[src/logic/lpm_pkg.sv]
`default_nettype none

package lpm_pkg;

    // ------------------------------------------------------------------
    // Timing
    // ------------------------------------------------------------------
    localparam int unsigned CLK_PERIOD_NS = 20;
    // Fast RC start-up before core-domain clocks come back (least time)
    localparam int unsigned RC_SETTLE_NS  = 2000;
    localparam int unsigned RC_SETTLE_CYC =
        (RC_SETTLE_NS + CLK_PERIOD_NS - 1) / CLK_PERIOD_NS;
    // Core-domain reset held after power returns (least time)
    localparam int unsigned RST_HOLD_NS   = 1000;
    localparam int unsigned RST_HOLD_CYC  =
        (RST_HOLD_NS + CLK_PERIOD_NS - 1) / CLK_PERIOD_NS;
    localparam int unsigned CNT_W_DEF     = 8;

    // ------------------------------------------------------------------
    // Widths
    // ------------------------------------------------------------------
    localparam int unsigned EXT_LINES     = 16;

    // ------------------------------------------------------------------
    // Modes and states
    // ------------------------------------------------------------------
    typedef enum logic [1:0] {
        LPM_MODE_SLEEP = 2'h0,
        LPM_MODE_DEEP  = 2'h1,
        LPM_MODE_STBY  = 2'h2
    } lpm_mode_t;

    typedef enum logic [2:0] {
        LPM_ST_RUN       = 3'h0,
        LPM_ST_SLEEP     = 3'h1,
        LPM_ST_DEEP      = 3'h2,
        LPM_ST_DEEP_WAKE = 3'h3,
        LPM_ST_STBY      = 3'h4,
        LPM_ST_STBY_WAKE = 3'h5
    } lpm_state_t;

    // ------------------------------------------------------------------
    // Carriers
    // ------------------------------------------------------------------
    typedef struct packed {
        logic [EXT_LINES-1:0] ext_lines;
        logic                 rtc_alarm;
        logic                 usb_wake;
        logic                 ethernet_unit_wake;
    } lpm_wake_t;

    typedef struct packed {
        logic core_clk_en;
        logic periph_clk_en;
        logic dom_clk_en;
        logic fast_rc_en;
        logic fast_xtal_en;
        logic pll_en;
        logic regulator_en;
        logic dom_pwr_en;
        logic dom_rst;
        logic backup_pwr_en;
    } lpm_ctrl_t;

    // Run-mode values, also taken at reset
    localparam lpm_ctrl_t CTRL_RESET = '{
        core_clk_en:   1'b1,
        periph_clk_en: 1'b1,
        dom_clk_en:    1'b1,
        fast_rc_en:    1'b1,
        fast_xtal_en:  1'b0,
        pll_en:        1'b0,
        regulator_en:  1'b1,
        dom_pwr_en:    1'b1,
        dom_rst:       1'b0,
        backup_pwr_en: 1'b1
    };

endpackage

`default_nettype wire

[src/logic/lpm_ctrl.sv]
// How it works
// In sleep only the core clock stops; peripherals keep clocks and run.
// Sleep ends on any pending interrupt or any event.
// Deep-sleep stops core-domain clocks and turns off fast RC, crystal and PLL.
// Deep-sleep keeps core-domain power, so memory and registers hold.
// Deep-sleep ends on any event line, RTC alarm, supply drop, USB or ethernet wake.
// Leaving deep-sleep always selects the fast RC as system clock.
// Standby removes core-domain power, stops the regulator and the fast clocks.
// Standby loses core-domain state; only the backup domain stays powered.
// Standby ends only on reset pin, RTC, watchdog reset or wakeup pin rise.
// A supply drop below threshold raises an interrupt pulse as a warning.
// Standby wake restarts the core domain through a full reset hold.
`timescale 1ns/1ns
`default_nettype none

module lpm_ctrl
    import lpm_pkg::*;
#(
    parameter int unsigned CNT_W     = CNT_W_DEF,
    parameter int unsigned RC_SETTLE = RC_SETTLE_CYC,
    parameter int unsigned RST_HOLD  = RST_HOLD_CYC
)
(
    input  wire logic       clock_in,
    input  wire logic       srst_in,
    input  wire logic       enter_req_in,
    input  wire lpm_mode_t  mode_sel_in,
    input  wire logic       irq_pending_in,
    input  wire lpm_wake_t  wake_in,
    input  wire logic       xtal_req_in,
    input  wire logic       pll_req_in,
    input  wire logic       supply_drop_in,
    input  wire logic       wakeup_pin_in,
    input  wire logic       ext_reset_pin_n_in,
    input  wire logic       wdg_reset_in,
    output lpm_ctrl_t       ctrl_out,
    output lpm_state_t      state_out,
    output logic            rc_sel_out,
    output logic            supply_drop_irq_out
);

    // ------------------------------------------------------------------
    // Parameter checks
    // ------------------------------------------------------------------
    // Counter must hold both waits and neither wait may be zero
    if (RC_SETTLE < 1 || RC_SETTLE >= (1 << CNT_W))
        $error("lpm_ctrl: RC_SETTLE out of range");
    if (RST_HOLD < 1 || RST_HOLD >= (1 << CNT_W))
        $error("lpm_ctrl: RST_HOLD out of range");

    // ------------------------------------------------------------------
    // Declarations
    // ------------------------------------------------------------------
    // One counter serves both waits; they never run at the same time
    localparam logic [CNT_W-1:0] RC_LOAD  = CNT_W'(RC_SETTLE - 1);
    localparam logic [CNT_W-1:0] RST_LOAD = CNT_W'(RST_HOLD - 1);

    lpm_state_t       state_ff;
    lpm_state_t       nxt_state;
    logic [CNT_W-1:0] cnt_ff;
    logic [CNT_W-1:0] nxt_cnt;
    lpm_ctrl_t        ctrl_ff;
    lpm_ctrl_t        nxt_ctrl;
    logic             rc_sel_ff;
    logic             nxt_rc_sel;
    logic             drop_irq_ff;
    logic             nxt_drop_irq;
    logic             pin_rise;
    logic             drop_rise;
    logic             any_event;
    logic             sleep_wake;
    logic             deep_wake;
    logic             stby_wake;

    // ------------------------------------------------------------------
    // Edge finders for wakeup pin and supply drop
    // ------------------------------------------------------------------
    lpm_rise_det #(
        .W        (1)
    ) u_pin_rise (
        .clock_in (clock_in),
        .srst_in  (srst_in),
        .level_in (wakeup_pin_in),
        .rise_out (pin_rise)
    );

    lpm_rise_det #(
        .W        (1)
    ) u_drop_rise (
        .clock_in (clock_in),
        .srst_in  (srst_in),
        .level_in (supply_drop_in),
        .rise_out (drop_rise)
    );

    // ------------------------------------------------------------------
    // Wake conditions
    // ------------------------------------------------------------------
    // Event lines include the supply drop warning
    assign any_event  = (|wake_in.ext_lines) | wake_in.rtc_alarm
                      | wake_in.usb_wake | wake_in.ethernet_unit_wake
                      | drop_rise;
    assign sleep_wake = irq_pending_in | any_event;
    // Interrupts reach deep-sleep only through the event lines
    assign deep_wake  = any_event;
    // Exactly four standby sources; nothing else is looked at
    assign stby_wake  = ~ext_reset_pin_n_in | wake_in.rtc_alarm
                      | wdg_reset_in | pin_rise;

    // ------------------------------------------------------------------
    // Mode sequencer
    // ------------------------------------------------------------------
    always_comb
    begin
        nxt_state = state_ff;
        nxt_cnt   = cnt_ff;
        unique case (state_ff)
            LPM_ST_RUN:
            begin
                if (enter_req_in)
                begin
                    unique case (mode_sel_in)
                        LPM_MODE_SLEEP: nxt_state = LPM_ST_SLEEP;
                        LPM_MODE_DEEP:  nxt_state = LPM_ST_DEEP;
                        LPM_MODE_STBY:  nxt_state = LPM_ST_STBY;
                        default:        nxt_state = LPM_ST_RUN;
                    endcase
                end
            end
            LPM_ST_SLEEP:
            begin
                if (sleep_wake)
                    nxt_state = LPM_ST_RUN;
            end
            LPM_ST_DEEP:
            begin
                if (deep_wake)
                begin
                    nxt_state = LPM_ST_DEEP_WAKE;
                    nxt_cnt   = RC_LOAD;
                end
            end
            LPM_ST_DEEP_WAKE:
            begin
                // Clocks return only once the fast RC has settled
                if (cnt_ff == '0)
                    nxt_state = LPM_ST_RUN;
                else
                    nxt_cnt = cnt_ff - 1'b1;
            end
            LPM_ST_STBY:
            begin
                if (stby_wake)
                begin
                    nxt_state = LPM_ST_STBY_WAKE;
                    nxt_cnt   = RST_LOAD;
                end
            end
            LPM_ST_STBY_WAKE:
            begin
                // Reset pin still low keeps the hold restarting
                if (!ext_reset_pin_n_in)
                    nxt_cnt = RST_LOAD;
                else if (cnt_ff == '0)
                    nxt_state = LPM_ST_RUN;
                else
                    nxt_cnt = cnt_ff - 1'b1;
            end
            default:
            begin
                nxt_state = LPM_ST_RUN;
                nxt_cnt   = '0;
            end
        endcase
    end

    // State and count move together on one edge
    always_ff @(posedge clock_in)
    begin
        if (srst_in)
        begin
            state_ff <= LPM_ST_RUN;
            cnt_ff   <= '0;
        end
        else
        begin
            state_ff <= nxt_state;
            cnt_ff   <= nxt_cnt;
        end
    end

    // ------------------------------------------------------------------
    // Clock and power controls, from the next state
    // ------------------------------------------------------------------
    // Outputs follow the next state so they change with the state itself
    always_comb
    begin
        nxt_ctrl              = CTRL_RESET;
        nxt_ctrl.fast_xtal_en = xtal_req_in;
        nxt_ctrl.pll_en       = pll_req_in;
        unique case (nxt_state)
            LPM_ST_RUN:
            begin
                nxt_ctrl.core_clk_en = 1'b1;
            end
            LPM_ST_SLEEP:
            begin
                // Peripherals and oscillators stay as they were
                nxt_ctrl.core_clk_en = 1'b0;
            end
            LPM_ST_DEEP, LPM_ST_DEEP_WAKE:
            begin
                nxt_ctrl.core_clk_en   = 1'b0;
                nxt_ctrl.periph_clk_en = 1'b0;
                nxt_ctrl.dom_clk_en    = 1'b0;
                nxt_ctrl.fast_xtal_en  = 1'b0;
                nxt_ctrl.pll_en        = 1'b0;
                // RC restarts only during the wake wait
                nxt_ctrl.fast_rc_en    = (nxt_state == LPM_ST_DEEP_WAKE);
                // Power stays up, so memory and registers hold
                nxt_ctrl.dom_pwr_en    = 1'b1;
                nxt_ctrl.regulator_en  = 1'b1;
                nxt_ctrl.dom_rst       = 1'b0;
            end
            LPM_ST_STBY:
            begin
                nxt_ctrl.core_clk_en   = 1'b0;
                nxt_ctrl.periph_clk_en = 1'b0;
                nxt_ctrl.dom_clk_en    = 1'b0;
                nxt_ctrl.fast_rc_en    = 1'b0;
                nxt_ctrl.fast_xtal_en  = 1'b0;
                nxt_ctrl.pll_en        = 1'b0;
                nxt_ctrl.regulator_en  = 1'b0;
                nxt_ctrl.dom_pwr_en    = 1'b0;
                // State is gone; reset keeps the domain quiet
                nxt_ctrl.dom_rst       = 1'b1;
            end
            LPM_ST_STBY_WAKE:
            begin
                // Power and RC come back under reset
                nxt_ctrl.core_clk_en   = 1'b0;
                nxt_ctrl.periph_clk_en = 1'b0;
                nxt_ctrl.dom_clk_en    = 1'b0;
                nxt_ctrl.fast_xtal_en  = 1'b0;
                nxt_ctrl.pll_en        = 1'b0;
                nxt_ctrl.dom_rst       = 1'b1;
            end
            default:
            begin
                nxt_ctrl = CTRL_RESET;
            end
        endcase
        // Backup domain never loses power
        nxt_ctrl.backup_pwr_en = 1'b1;
    end

    // Registered so every enable leaves the block glitch-free
    always_ff @(posedge clock_in)
    begin
        if (srst_in)
            ctrl_ff <= CTRL_RESET;
        else
            ctrl_ff <= nxt_ctrl;
    end

    // ------------------------------------------------------------------
    // Clock select and supply warning
    // ------------------------------------------------------------------
    // One-cycle pulse that forces the RC as system clock on wake
    always_comb
    begin
        nxt_rc_sel   = ((state_ff == LPM_ST_DEEP_WAKE)
                     || (state_ff == LPM_ST_STBY_WAKE))
                     && (nxt_state == LPM_ST_RUN);
        nxt_drop_irq = drop_rise;
    end

    // Pulses last one cycle; a level held high pulses only once
    always_ff @(posedge clock_in)
    begin
        if (srst_in)
        begin
            rc_sel_ff   <= 1'b0;
            drop_irq_ff <= 1'b0;
        end
        else
        begin
            rc_sel_ff   <= nxt_rc_sel;
            drop_irq_ff <= nxt_drop_irq;
        end
    end

    // ------------------------------------------------------------------
    // Outputs
    // ------------------------------------------------------------------
    assign ctrl_out            = ctrl_ff;
    assign state_out           = state_ff;
    assign rc_sel_out          = rc_sel_ff;
    assign supply_drop_irq_out = drop_irq_ff;

endmodule

`default_nettype wire

[src/logic/lpm_rise_det.sv]
`timescale 1ns/1ns
`default_nettype none

module lpm_rise_det
    import lpm_pkg::*;
#(
    parameter int unsigned W = 1
)
(
    input  wire logic         clock_in,
    input  wire logic         srst_in,
    input  wire logic [W-1:0] level_in,
    output logic      [W-1:0] rise_out
);

    // ------------------------------------------------------------------
    // Rising edge finder
    // ------------------------------------------------------------------
    logic [W-1:0] last_ff;
    logic [W-1:0] nxt_last;

    // Previous level; starts high so a level already set at reset is no edge
    always_comb
    begin
        nxt_last = level_in;
    end

    always_ff @(posedge clock_in)
    begin
        if (srst_in)
            last_ff <= '1;
        else
            last_ff <= nxt_last;
    end

    assign rise_out = level_in & ~last_ff;

endmodule

`default_nettype wire

[config.mk]
export PLATFORM = sky130hd
export DESIGN_NAME = lpm_ctrl
export DESIGN_NICKNAME = d
export VERILOG_FILES = /design/src/logic/lpm_pkg.sv /design/src/logic/lpm_ctrl.sv /design/src/logic/lpm_rise_det.sv
export SDC_FILE = /design/constraint.sdc
export NUM_CORES = 1
export LEC_CHECK = 0
export ABC_AREA = 1
export BUFFER_PORTS_ARGS = -buffer_cell sky130_fd_sc_hd__buf_2
export CELL_PAD_IN_SITES_DETAIL_PLACEMENT = 2
export CELL_PAD_IN_SITES_GLOBAL_PLACEMENT = 2
export CORE_AREA = 10 10 84 86
export DETAILED_ROUTE_END_ITERATION = 16
export DIE_AREA = 0 0 94 96
export GPL_ROUTABILITY_DRIVEN = 1
export GPL_TIMING_DRIVEN = 0
export PLACE_DENSITY = 0.77
export SLEW_MARGIN = 10
export SYNTH_ARGS = -nofsm -noshare
export SYNTH_HDL_FRONTEND = slang
export SYNTH_SLANG_ARGS = --single-unit
export TNS_END_PERCENT = 1
[constraint.sdc]
create_clock -name clock_in -period 1.75 [get_ports clock_in]
set_input_delay 0.2625 -clock clock_in [delete_from_list [all_inputs] [get_ports clock_in]]
set_output_delay 0.2625 -clock clock_in [all_outputs]
set_load 0.02 [all_outputs]
==> results of run 1 <==
[stage by stage]
step	std cells	worst slack, ps
after detailed placement	319	-118
after global routing	336	-53.9
final	336	93.5
after CTS	327	1.64
after floorplan	203	45.6
after global placement	319	-47.0
[registers in the layout (all words and copies together) (netlist names)]
signal               cells
cnt_ff                   8
u_drop_rise.last_ff      1
ctrl_out                 7
supply_drop_irq_out      1
state_out                3
rc_sel_out               1
u_pin_rise.last_ff       1
[synth_stat cells]
cell,number,share of area [%]
nor2_8,1,1.4
nor3_2,1,0.72
nand3_1,13,4.7
nand2_2,1,0.45
buf_4,3,1.6
or2_2,2,0.90
inv_2,6,1.6
nor2_1,40,11
nor3_1,1,0.36
xnor2_1,1,0.63
xor2_1,1,0.63
o21ai_0,4,1.4
a21oi_1,6,2.2
nand3_2,1,0.72
nor2_2,3,1.4
o21ai_2,2,1.3
nand2_8,1,1.4
ha_1,7,6.3
o21a_1,1,0.54
clkbuf_1,1,0.27
nand4_2,1,0.90
o211ai_1,1,0.54
nand4_1,3,1.4
nor2_4,4,3.3
and3_1,2,0.90
nand3b_1,1,0.54
inv_4,1,0.45
o21ai_1,3,1.1
o21bai_2,1,0.81
nand2_1,45,12
o21bai_1,1,0.54
conb_1,1,0.27
inv_1,21,5.7
dfxtp_1,22,32
[logic make-up (layout without fill, tap and decap cells)]
| group | count (synthesis) | in the layout | share of synthesized area, % |
|---|---|---|---|
| simple gates | 120 | 120 | 42.2 |
| buf+inv | 32 | 93 | 9.68 |
| flops | 22 | 22 | 31.9 |
| compound gates | 19 | 19 | 8.42 |
| fa+ha+maj | 7 | 7 | 6.33 |
| xor+xnor | 2 | 2 | 1.27 |
| other cells | 1 | 1 | 0.271 |
[critical path: cells and delay by family, from the launching register on]
family                     cells  cell delay [ps]
buffers and inverters          2              120
AOI/OAI and AO/OA              2              180
and+or+nand+nor                5              430
DFF                            1              360
adders and majority gates      2              460
[worst max-delay path by stage]
stage | startpoint | depth (start not counted) | to | slack [ps]
3_5_place_dp | state_out[1] | 10 | ctrl_out[9] | -120
2_1_floorplan | state_out[1] | 10 | ctrl_out[9] | 50
3_3_place_gp | cnt_ff[0] | 11 | ctrl_out[9] | -50
4_1_cts | cnt_ff[0] | 11 | ctrl_out[9] | 2
5_1_grt | cnt_ff[2] | 11 | ctrl_out[6] | -50
6_report | cnt_ff[0] | 11 | ctrl_out[9] | 90
[power breakdown]
part	switching [mW]	internal [mW]	leakage, nW
Sequential	0.0280	0.535	0.183
Combinational	0.290	0.181	0.745
Clock	0.184	0.155	0.0216
Total	0.502	0.871	0.949
[cell type report]
type	instances	share of cell area [%]
clock buffers	3	2.13
well taps	72	4.65
repair buffers	58	16.8
inverters	28	5.68
plain buffers	4	1.35
multi-input cells	149	46.1
flip-flops and latches	22	23.3
[per-layer routing]
metal | routed length [um] | global-route usage, %
met4 | 68 | 4.18
met5 | 0 | 0
met2 | 2510 | 19.0
met3 | 341 | 3.50
met1 | 2200 | 12.7
[what timing repair did]
action,CTS,global route
endpoints found under the setup margin,5,7
cloned,0,0
pin swaps,3,7
setup buffers,5,9
gates resized for setup,13,19
==> summary.txt, run 1 <==
Timing
  – Final Slew Violations: 0
  – Clock Skew: 3.77 ps
  – Fmax: 0.604 GHz
  – Setup TNS: 0 ps
  – Hold_ws: 180 ps
  – Final setup vio count: 0
  – Count of final hold-check violations: 0
  – Crit path time final: 1660 ps
  – Worst slew margin: 64.6%
  – Least-Margin Pin Slew: 530 ps
  – Final period utilization: 94.7%

Final layout
  – Share of cells above drive strength 1: 42.8%
  – Nets: 304
  – Final Core Density: 35.9%
  – Final instance area: 0.00194 mm^2
  – Most common cell after layout, fill and taps aside: buf_2
  – Multi-input gate area: 895 um^2
  – Area added between synthesis and finish: 40.3%
  – ANT cells: 0
  – Final-layout fill cell count: 658
  – Most frequent cells in the layout: 44 x buf_2, 40 x nand2_1, 35 x nor2_1
  – Register area: 452 um^2

Synthesis
  – Avg Cell Area, Syn: 6.81 um^2
  – Warnings, synthesis: 0
  – Syn_nets: 241
  – Synth cell types: 34
  – Synth Instances: 203
  – Mapped Area: 0.00138 mm^2
  – Post-synthesis sequential area ratio: 31.9%
  – Yosys reg bits: 22

Status
  – Run status: finished clean

Power
  – P per Cell Area: 708 mW/mm^2
  – VDD IR max: 308 uV
  – Leakage: 0.949 nW
  – Total Power: 1.37 mW

Clock tree
  – Num Clock Sinks: 22
  – # hold bufs at CTS: 0
  – CTS tree: built
  – H-Tree Level Count: 1
  – Clock Path Buffers: 2
  – Clock slew at reported path FFs: 80 ps
  – Later-pin clock latency in the skew report: 270 ps
  – Root Driver: clkbuf_8
  – Number of CTS-inserted buffers: 3

Routing
  – Vias per cell: 4.57
  – Antenna-violating nets left: 0
  – Drt first-iter violations: 53
  – Final wirelength: 5120 um
  – Via count: 1537
  – First-pass iteration count of the detailed router: 4
  – Drc violations: 0
  – Drt wl/cell: 15.2 um

Die
  – Initial Utilization: 25.6%
  – I/O Pins: 46
  – Die Span X: 94 um
  – Die Ht: 96 um
  – Core Box Area: 0.00541 mm^2
  – Die area: 0.00902 mm^2
  – Row count: 27

Setup path
  – Reg2Reg Capture Point: ctrl_out[9]
  – Reg2Reg Launch Point: cnt_ff[0]
  – Setup crit start kind: flop
  – CP max FO: 5
  – Slowest stage delay, CP: 360 ps
  – Reg2Reg Depth: 11
  – R2R Setup Slk: 90 ps
  – Crit path cell chain: inv_4, ha_1, nand2_2, o21bai_4, nand2_2, nor2_4, nor2_4, inv_4, ha_4, nand2_2, o21a_1
  – Crit path DAT: 1830 ps
  – Slowest cell on crit path: dfxtp_2
  – Crit path top cell by count: nand2_2
  – Setup Crit Path Kind: flop to flop
  – CP Capture Type: flop
  – CP Data Required Time: 1930 ps

Placement
  – Detailed Place HPWL: 3770 um
  – Placement Cell Area: 0.00169 mm^2
  – Port bufs: 44
  – GP Congestion: 0.787

GRT
  – Largest net degree at the start of global routing: 12
  – Global-route wire length before repair: 7930 um
  – Initial antenna violation count: 0
  – Vias in the first global route: 1603
  – Grt ovf: 0
  – Gr usage total: 11.1%

Min path
  – Hold Crit Endpoint: u_drop_rise.last_ff
  – Hold depth: 3
  – Worst hold-check path type: input pin to flop
  – Worst hold start: supply_drop_in

Flow run
  – Max Cap Violations: 0
No activity file was read; power rests on OpenSTA's default activity.
==> run 2: changes to the inputs <==
- CELL_PAD_IN_SITES_DETAIL_PLACEMENT: 2 -> 0
- CELL_PAD_IN_SITES_GLOBAL_PLACEMENT: 2 -> 1
- CORE_AREA: 10 10 84 86 -> 10 10 75 77
- DIE_AREA: 0 0 94 96 -> 0 0 85 87
==> run 2 against run 1 <==
Compared with the run above: utilization is 7.7 points higher; global-route usage fell by 1.6 points; setup slack got worse by 1.8 ps; combinational power fell by 13%; first-iteration DRC count increased by 5.7%; critical path depth decreased by 1; non-clock buffer count is 8 lower; routed wire length shrank 29%; critical path type unchanged.
==> summary.txt, run 2 (synthesized netlist as in run 1, its figures left out) <==
Timing
  – Final setup vio count: 0 (unchanged)
  – Crit path time final: 1660 ps (about the same)
  – Count of final hold-check violations: 0 (unchanged)
  – Fmax: 0.603 GHz (was 0.604 GHz)
  – Clock Skew: 5.09 ps (was 3.77 ps)
  – Setup TNS: 0 ps (unchanged)
  – Final Slew Violations: 0 (unchanged)
  – Final period utilization: 94.8% (was 94.7%)

Setup path
  – R2R Setup Slk: 90 ps (about the same)
  – CP Data Required Time: 1930 ps (about the same)
  – Setup Crit Path Kind: flop to flop (unchanged)
  – Reg2Reg Launch Point: state_out[1] (was cnt_ff[0])
  – CP Capture Type: flop (unchanged)
  – CP max FO: 5 (unchanged)
  – Crit path DAT: 1840 ps (was 1830 ps)
  – Setup crit start kind: flop (unchanged)
  – Reg2Reg Depth: 10 (was 11)
  – Reg2Reg Capture Point: ctrl_out[9] (unchanged)

Placement
  – Inst Count DP: 299 (was 319)
  – Placement Cell Area: 0.00167 mm^2 (was 0.00169 mm^2)
  – GP Congestion: 0.780 (was 0.787)
  – Detailed Place HPWL: 2770 um (was 3770 um)
  – Port bufs: 44 (unchanged)

Status
  – Run status: finished clean (unchanged)

Die
  – Initial Utilization: 32.7% (was 25.6%)
  – Die area: 0.00740 mm^2 (was 0.00902 mm^2)
  – Core Box Area: 0.00423 mm^2 (was 0.00541 mm^2)
  – Die Span X: 85 um (was 94 um)
  – I/O Pins: 46 (unchanged)
  – Row count: 24 (was 27)
  – Die Ht: 87 um (was 96 um)

Final layout
  – Final-layout fill cell count: 445 (was 658)
  – Max reg flops: 8 (unchanged)
  – Biggest register: cnt_ff (unchanged)
  – Nets: 296 (was 304)
  – Most common cell after layout, fill and taps aside: buf_2 (unchanged)
  – Register area: 452 um^2 (unchanged)
  – ANT cells: 0 (unchanged)
  – Multi-input gate area: 855 um^2 (was 895 um^2)
  – Final instance area: 0.00184 mm^2 (was 0.00194 mm^2)
  – Final Core Density: 43.6% (was 35.9%)
  – Share of cells above drive strength 1: 38.1% (was 42.8%)
  – Area added between synthesis and finish: 33.4% (was 40.3%)
  – Most frequent cells in the layout: 44 x buf_2, 42 x nand2_1, 37 x nor2_1 (was 44 x buf_2, 40 x nand2_1, 35 x nor2_1)
  – Finished Layout Cells: 309 (was 336)

Clock tree
  – CTS tree: built (unchanged)
  – Num Clock Sinks: 22 (unchanged)
  – Number of CTS-inserted buffers: 3 (unchanged)
  – H-Tree Level Count: 1 (unchanged)
  – Clock Path Buffers: 2 (unchanged)
  – Clock slew at reported path FFs: 90 ps (was 80 ps)
  – Root Driver: clkbuf_8 (unchanged)
  – Later-pin clock latency in the skew report: 270 ps (about the same)

GRT
  – Initial antenna violation count: 0 (unchanged)
  – Global-route wire length before repair: 5860 um (was 7930 um)
  – Gr usage total: 9.53% (was 11.1%)
  – Vias in the first global route: 1326 (was 1603)
  – Grt ovf: 0 (unchanged)
  – Largest net degree at the start of global routing: 14 (was 12)

Routing
  – Drt first-iter violations: 56 (was 53)
  – Drt wl/cell: 11.7 um (was 15.2 um)
  – Antenna-violating nets left: 0 (unchanged)
  – Drc violations: 0 (unchanged)
  – First-pass iteration count of the detailed router: 4 (unchanged)
  – Via count: 1376 (was 1537)
  – Final wirelength: 3620 um (was 5120 um)
  – Vias per cell: 4.45 (was 4.57)

Power
  – P per Cell Area: 793 mW/mm^2 (was 708 mW/mm^2)
  – Total Power: 1.46 mW (was 1.37 mW)
  – VDD IR max: 467 uV (was 308 uV)
  – Leakage: 0.918 nW (was 0.949 nW)

Min path
  – Worst hold-check path type: input pin to flop (unchanged)
  – Hold depth: 3 (unchanged)
  – Worst hold start: supply_drop_in (unchanged)
  – Hold Crit Endpoint: u_drop_rise.last_ff (unchanged)

Flow run
  – Max Cap Violations: 0 (unchanged)
-- run 2: cell count changes in the layout (fill, tap and decap cells not counted), moves of 2 or more --
| cell | change |
|---|---|
| buf_4 | -8 |
| nand2_1 | +2 |
| nand2_2 | -2 |
| nand3_1 | +2 |
| nand3_2 | -2 |
| nor2_1 | +2 |
| nor2_2 | -2 |
-- run 2: report_power, final --
| part | switching [mW] | leakage (nW) | internal (mW) |
|---|---|---|---|
| registers | 0.0260 | 0.183 | 0.535 |
| logic | 0.251 | 0.699 | 0.159 |
| clock network | 0.184 | 0.0357 | 0.306 |
| total | 0.462 | 0.918 | 1.00 |
-- run 2: worst max-delay path, stage by stage (launching register included) --
cell and delay, ps:
dfxtp_4 380, buf_4 120, nand3_2 90, o21bai_4 200, nand2_2 80, nor2_4 50
nor2_4 140, inv_4 60, ha_1 270, nand2_1 60, o21a_1 110
-- run 2: metal layers --
metal | vias to the layer above | part of all wire (%) | track usage (%)
li1 | 741 | - | -
met1 | 591 | 45 | 11.1
met2 | 39 | 44 | 15.0
met3 | 5 | 9.5 | 3.93
met4 | 0 | 1.6 | 4.04
met5 | - | 0 | 0
-- run 2: metrics by stage --
stage          hold slack, ps  worst slack [ps]
6_report                  179              91.6
3_5_place_dp              410             -49.1
3_3_place_gp              408             -64.8
5_1_grt                   190             -25.4
4_1_cts                   181              6.38
2_1_floorplan             341              45.6
-- run 2: timing repair --
item | in CTS | in global routing
gates resized for setup | 4 | 19
setup buffers | 0 | 6
hold buffers | 0 | 0
setup endpoints to repair | 1 | 5
pin swaps | 0 | 5
-- run 2: final cells by class --
| type | instances | area share [%] |
|---|---|---|
| well taps | 52 | 3.53 |
| clock buffers | 3 | 2.24 |
| inverters | 28 | 5.97 |
| clock inverters | 1 | 1.63 |
| flip-flops and latches | 22 | 24.5 |
| repair buffers | 50 | 14.4 |
| plain buffers | 4 | 1.42 |
| multi-input cells | 149 | 46.3 |
-- run 2: worst max path at each step --
stage	startpoint	cells after the start	to
CTS	state_out[0]	9	ctrl_out[9]
global placement	state_out[1]	10	ctrl_out[9]
detailed placement	state_out[1]	10	ctrl_out[9]
floorplan	state_out[1]	10	ctrl_out[9]
global route	cnt_ff[0]	11	ctrl_out[9]
finish	state_out[1]	10	ctrl_out[9]
==> run 3: changes to the inputs <==
- SETUP_SLACK_MARGIN: unset -> 0.1
==> run 3 against run 2 <==
Compared with the run above: register-to-register slack improved by 70 ps; combinational power is 12% higher; non-clock buffer count is 8 higher; final cell count increased by 2.6%; via count is 2.0% higher; die area unchanged; clock skew fell by 1.9 ps; maximum frequency grew 4.7%; first-iteration DRC count is 7.1% higher; global-route usage rose by 0.45 points; sequential cell count unchanged; hold slack better by 14 ps; largest cell class unchanged.
==> summary.txt, run 3 (synthesized netlist as in run 1, its figures left out) <==
Routing
  – Via count: 1403 (was 1376)
  – Final wirelength: 3690 um (was 3620 um)
  – First-pass iteration count of the detailed router: 4 (unchanged)
  – Drc violations: 0 (unchanged)
  – Vias per cell: 4.43 (was 4.45)
  – Drt wl/cell: 11.7 um (about the same)
  – Drt first-iter violations: 60 (was 56)
  – Antenna-violating nets left: 0 (unchanged)

Die
  – Die Span X: 85 um (unchanged)
  – Die Ht: 87 um (unchanged)
  – Row count: 24 (unchanged)
  – Die area: 0.00740 mm^2 (unchanged)
  – Core Box Area: 0.00423 mm^2 (unchanged)
  – Initial Utilization: 32.7% (unchanged)
  – I/O Pins: 46 (unchanged)

Final layout
  – Area added between synthesis and finish: 42.8% (was 33.4%)
  – ANT cells: 0 (unchanged)
  – Most frequent cells in the layout: 44 x buf_2, 41 x nand2_1, 34 x nor2_1 (was 44 x buf_2, 42 x nand2_1, 37 x nor2_1)
  – Final-layout fill cell count: 434 (was 445)
  – Finished Layout Cells: 317 (was 309)
  – Share of cells above drive strength 1: 43.0% (was 38.1%)
  – Most common cell after layout, fill and taps aside: buf_2 (unchanged)
  – Nets: 304 (was 296)
  – Max reg flops: 8 (unchanged)
  – Biggest register: cnt_ff (unchanged)
  – Final instance area: 0.00197 mm^2 (was 0.00184 mm^2)

Placement
  – Inst Count DP: 299 (unchanged)
  – Port bufs: 44 (unchanged)
  – Pre-CTS setup slack: -12.0 ps (was -49.1 ps)
  – Placement Cell Area: 0.00167 mm^2 (about the same)
  – GP Congestion: 0.800 (was 0.780)
  – Detailed Place HPWL: 2790 um (was 2770 um)

Timing
  – Hold_ws: 194 ps (was 179 ps)
  – Fmax: 0.632 GHz (was 0.603 GHz)
  – Count of final hold-check violations: 0 (unchanged)
  – Final worst setup slack: 167 ps (was 91.6 ps)
  – Crit path time final: 1580 ps (was 1660 ps)
  – RSZ-0062 raised after global routing: true
  – Clock Skew: 3.23 ps (was 5.09 ps)
  – Final period utilization: 90.5% (was 94.8%)
  – Final Slew Violations: 0 (unchanged)
  – Final setup vio count: 0 (unchanged)

Setup path
  – CP Capture Type: flop (unchanged)
  – Slowest cell on crit path: dfxtp_4 (unchanged)
  – Slowest stage delay, CP: 380 ps (about the same)
  – Crit path DAT: 1750 ps (was 1840 ps)
  – CP max FO: 5 (unchanged)
  – Setup Crit Path Kind: flop to flop (unchanged)
  – CP Data Required Time: 1920 ps (was 1930 ps)
  – Setup crit start kind: flop (unchanged)
  – R2R Setup Slk: 170 ps (was 90 ps)
  – Crit path cell chain: inv_4, ha_4, nand2_4, o21bai_4, nand2_2, nor2_4, nor2_4, inv_4, ha_4, nand2_2, o21a_1 (was buf_4, nand3_2, o21bai_4, nand2_2, nor2_4, nor2_4, inv_4, ha_1, nand2_1, o21a_1)
  – Reg2Reg Launch Point: cnt_ff[1] (was state_out[1])
  – Reg2Reg Capture Point: ctrl_out[9] (unchanged)
  – Reg2Reg Depth: 11 (was 10)

GRT
  – Gr usage total: 9.98% (was 9.53%)
  – Vias in the first global route: 1396 (was 1326)
  – Grt ovf: 0 (unchanged)
  – Largest net degree at the start of global routing: 14 (unchanged)
  – Initial antenna violation count: 0 (unchanged)
  – Global-route wire length before repair: 6210 um (was 5860 um)

Flow run
  – Max Cap Violations: 0 (unchanged)

Power
  – P per Cell Area: 759 mW/mm^2 (was 793 mW/mm^2)
  – Leakage: 0.972 nW (was 0.918 nW)
  – VDD IR max: 455 uV (was 467 uV)

Clock tree
  – Later-pin clock latency in the skew report: 260 ps (was 270 ps)
  – # hold bufs at CTS: 0 (unchanged)
  – Number of CTS-inserted buffers: 3 (unchanged)
  – Clock slew at reported path FFs: 80 ps (was 90 ps)
  – Num Clock Sinks: 22 (unchanged)
  – Clock Path Buffers: 2 (unchanged)
  – Root Driver: clkbuf_8 (unchanged)
  – H-Tree Level Count: 1 (unchanged)
  – CTS tree: built (unchanged)

Status
  – Run status: finished clean (unchanged)

Min path
  – Hold depth: 3 (unchanged)
  – Worst hold-check path type: input pin to flop (unchanged)
  – Worst hold start: supply_drop_in (unchanged)
  – Hold Crit Endpoint: u_drop_rise.last_ff (unchanged)
==> run 3: layout make-up <==
type | instances | area [um^2] | share of cell area, %
Buffer | 4 | 26.3 | 1.33
Clock buffer | 3 | 41.3 | 2.09
Clock inverter | 1 | 30.0 | 1.52
Inverter | 28 | 115 | 5.83
Multi-Input combinational cell | 149 | 915 | 46.3
Sequential cell | 22 | 457 | 23.1
Tap cell | 52 | 65.1 | 3.30
Timing Repair Buffer | 58 | 325 | 16.5
==> run 3: worst max-delay path by stage <==
stage,from,to,slack (ps),depth (start not counted)
4_1_cts,cnt_ff[2],ctrl_out[9],100,10
3_3_place_gp,cnt_ff[0],ctrl_out[9],-4,11
3_5_place_dp,cnt_ff[0],ctrl_out[9],-10,11
5_1_grt,cnt_ff[1],ctrl_out[9],70,11
6_report,cnt_ff[1],ctrl_out[9],170,11
2_1_floorplan,cnt_ff[0],ctrl_out[9],150,11
==> run 3: layer usage <==
layer	vias to the layer above	GRT usage [%]	share of wire [%]
met1	607	11.5	44
li1	756	-	-
met5	-	0	0
met2	38	16.1	46
met4	0	3.59	0.68
met3	2	4.21	9.7
==> run 3: report_power, final <==
part | leakage [nW] | internal [mW] | switching [mW]
sequential | 0.183 | 0.534 | 0.0275
combinational | 0.753 | 0.192 | 0.268
clock | 0.0357 | 0.305 | 0.172
total | 0.972 | 1.03 | 0.468
==> run 3: critical path: cells and delay by family, from the launching register on <==
kind,cells,cell delay (ps)
AO/OA/AOI/OAI,2,190
adder cells (fa/ha/maj),2,410
buffers and inverters,2,120
flip-flops,1,380
AND/OR/NAND/NOR,5,400
==> run 3: repair_timing <==
item,CTS,global route
setup endpoints to repair,5,9
gates cloned,0,0
gates resized for setup,17,19
pin swaps,6,9
setup buffers,4,10
==> run 3: per-stage QoR <==
step	TNS, ps	util (%)	power [mW]
3_3_place_gp	-4.20	39.5	0.954
6_report	0	46.6	1.50
2_1_floorplan	0	-	0.840
3_5_place_dp	-12.0	39.5	0.953
4_1_cts	0	43.0	1.46
5_1_grt	0	46.6	1.60
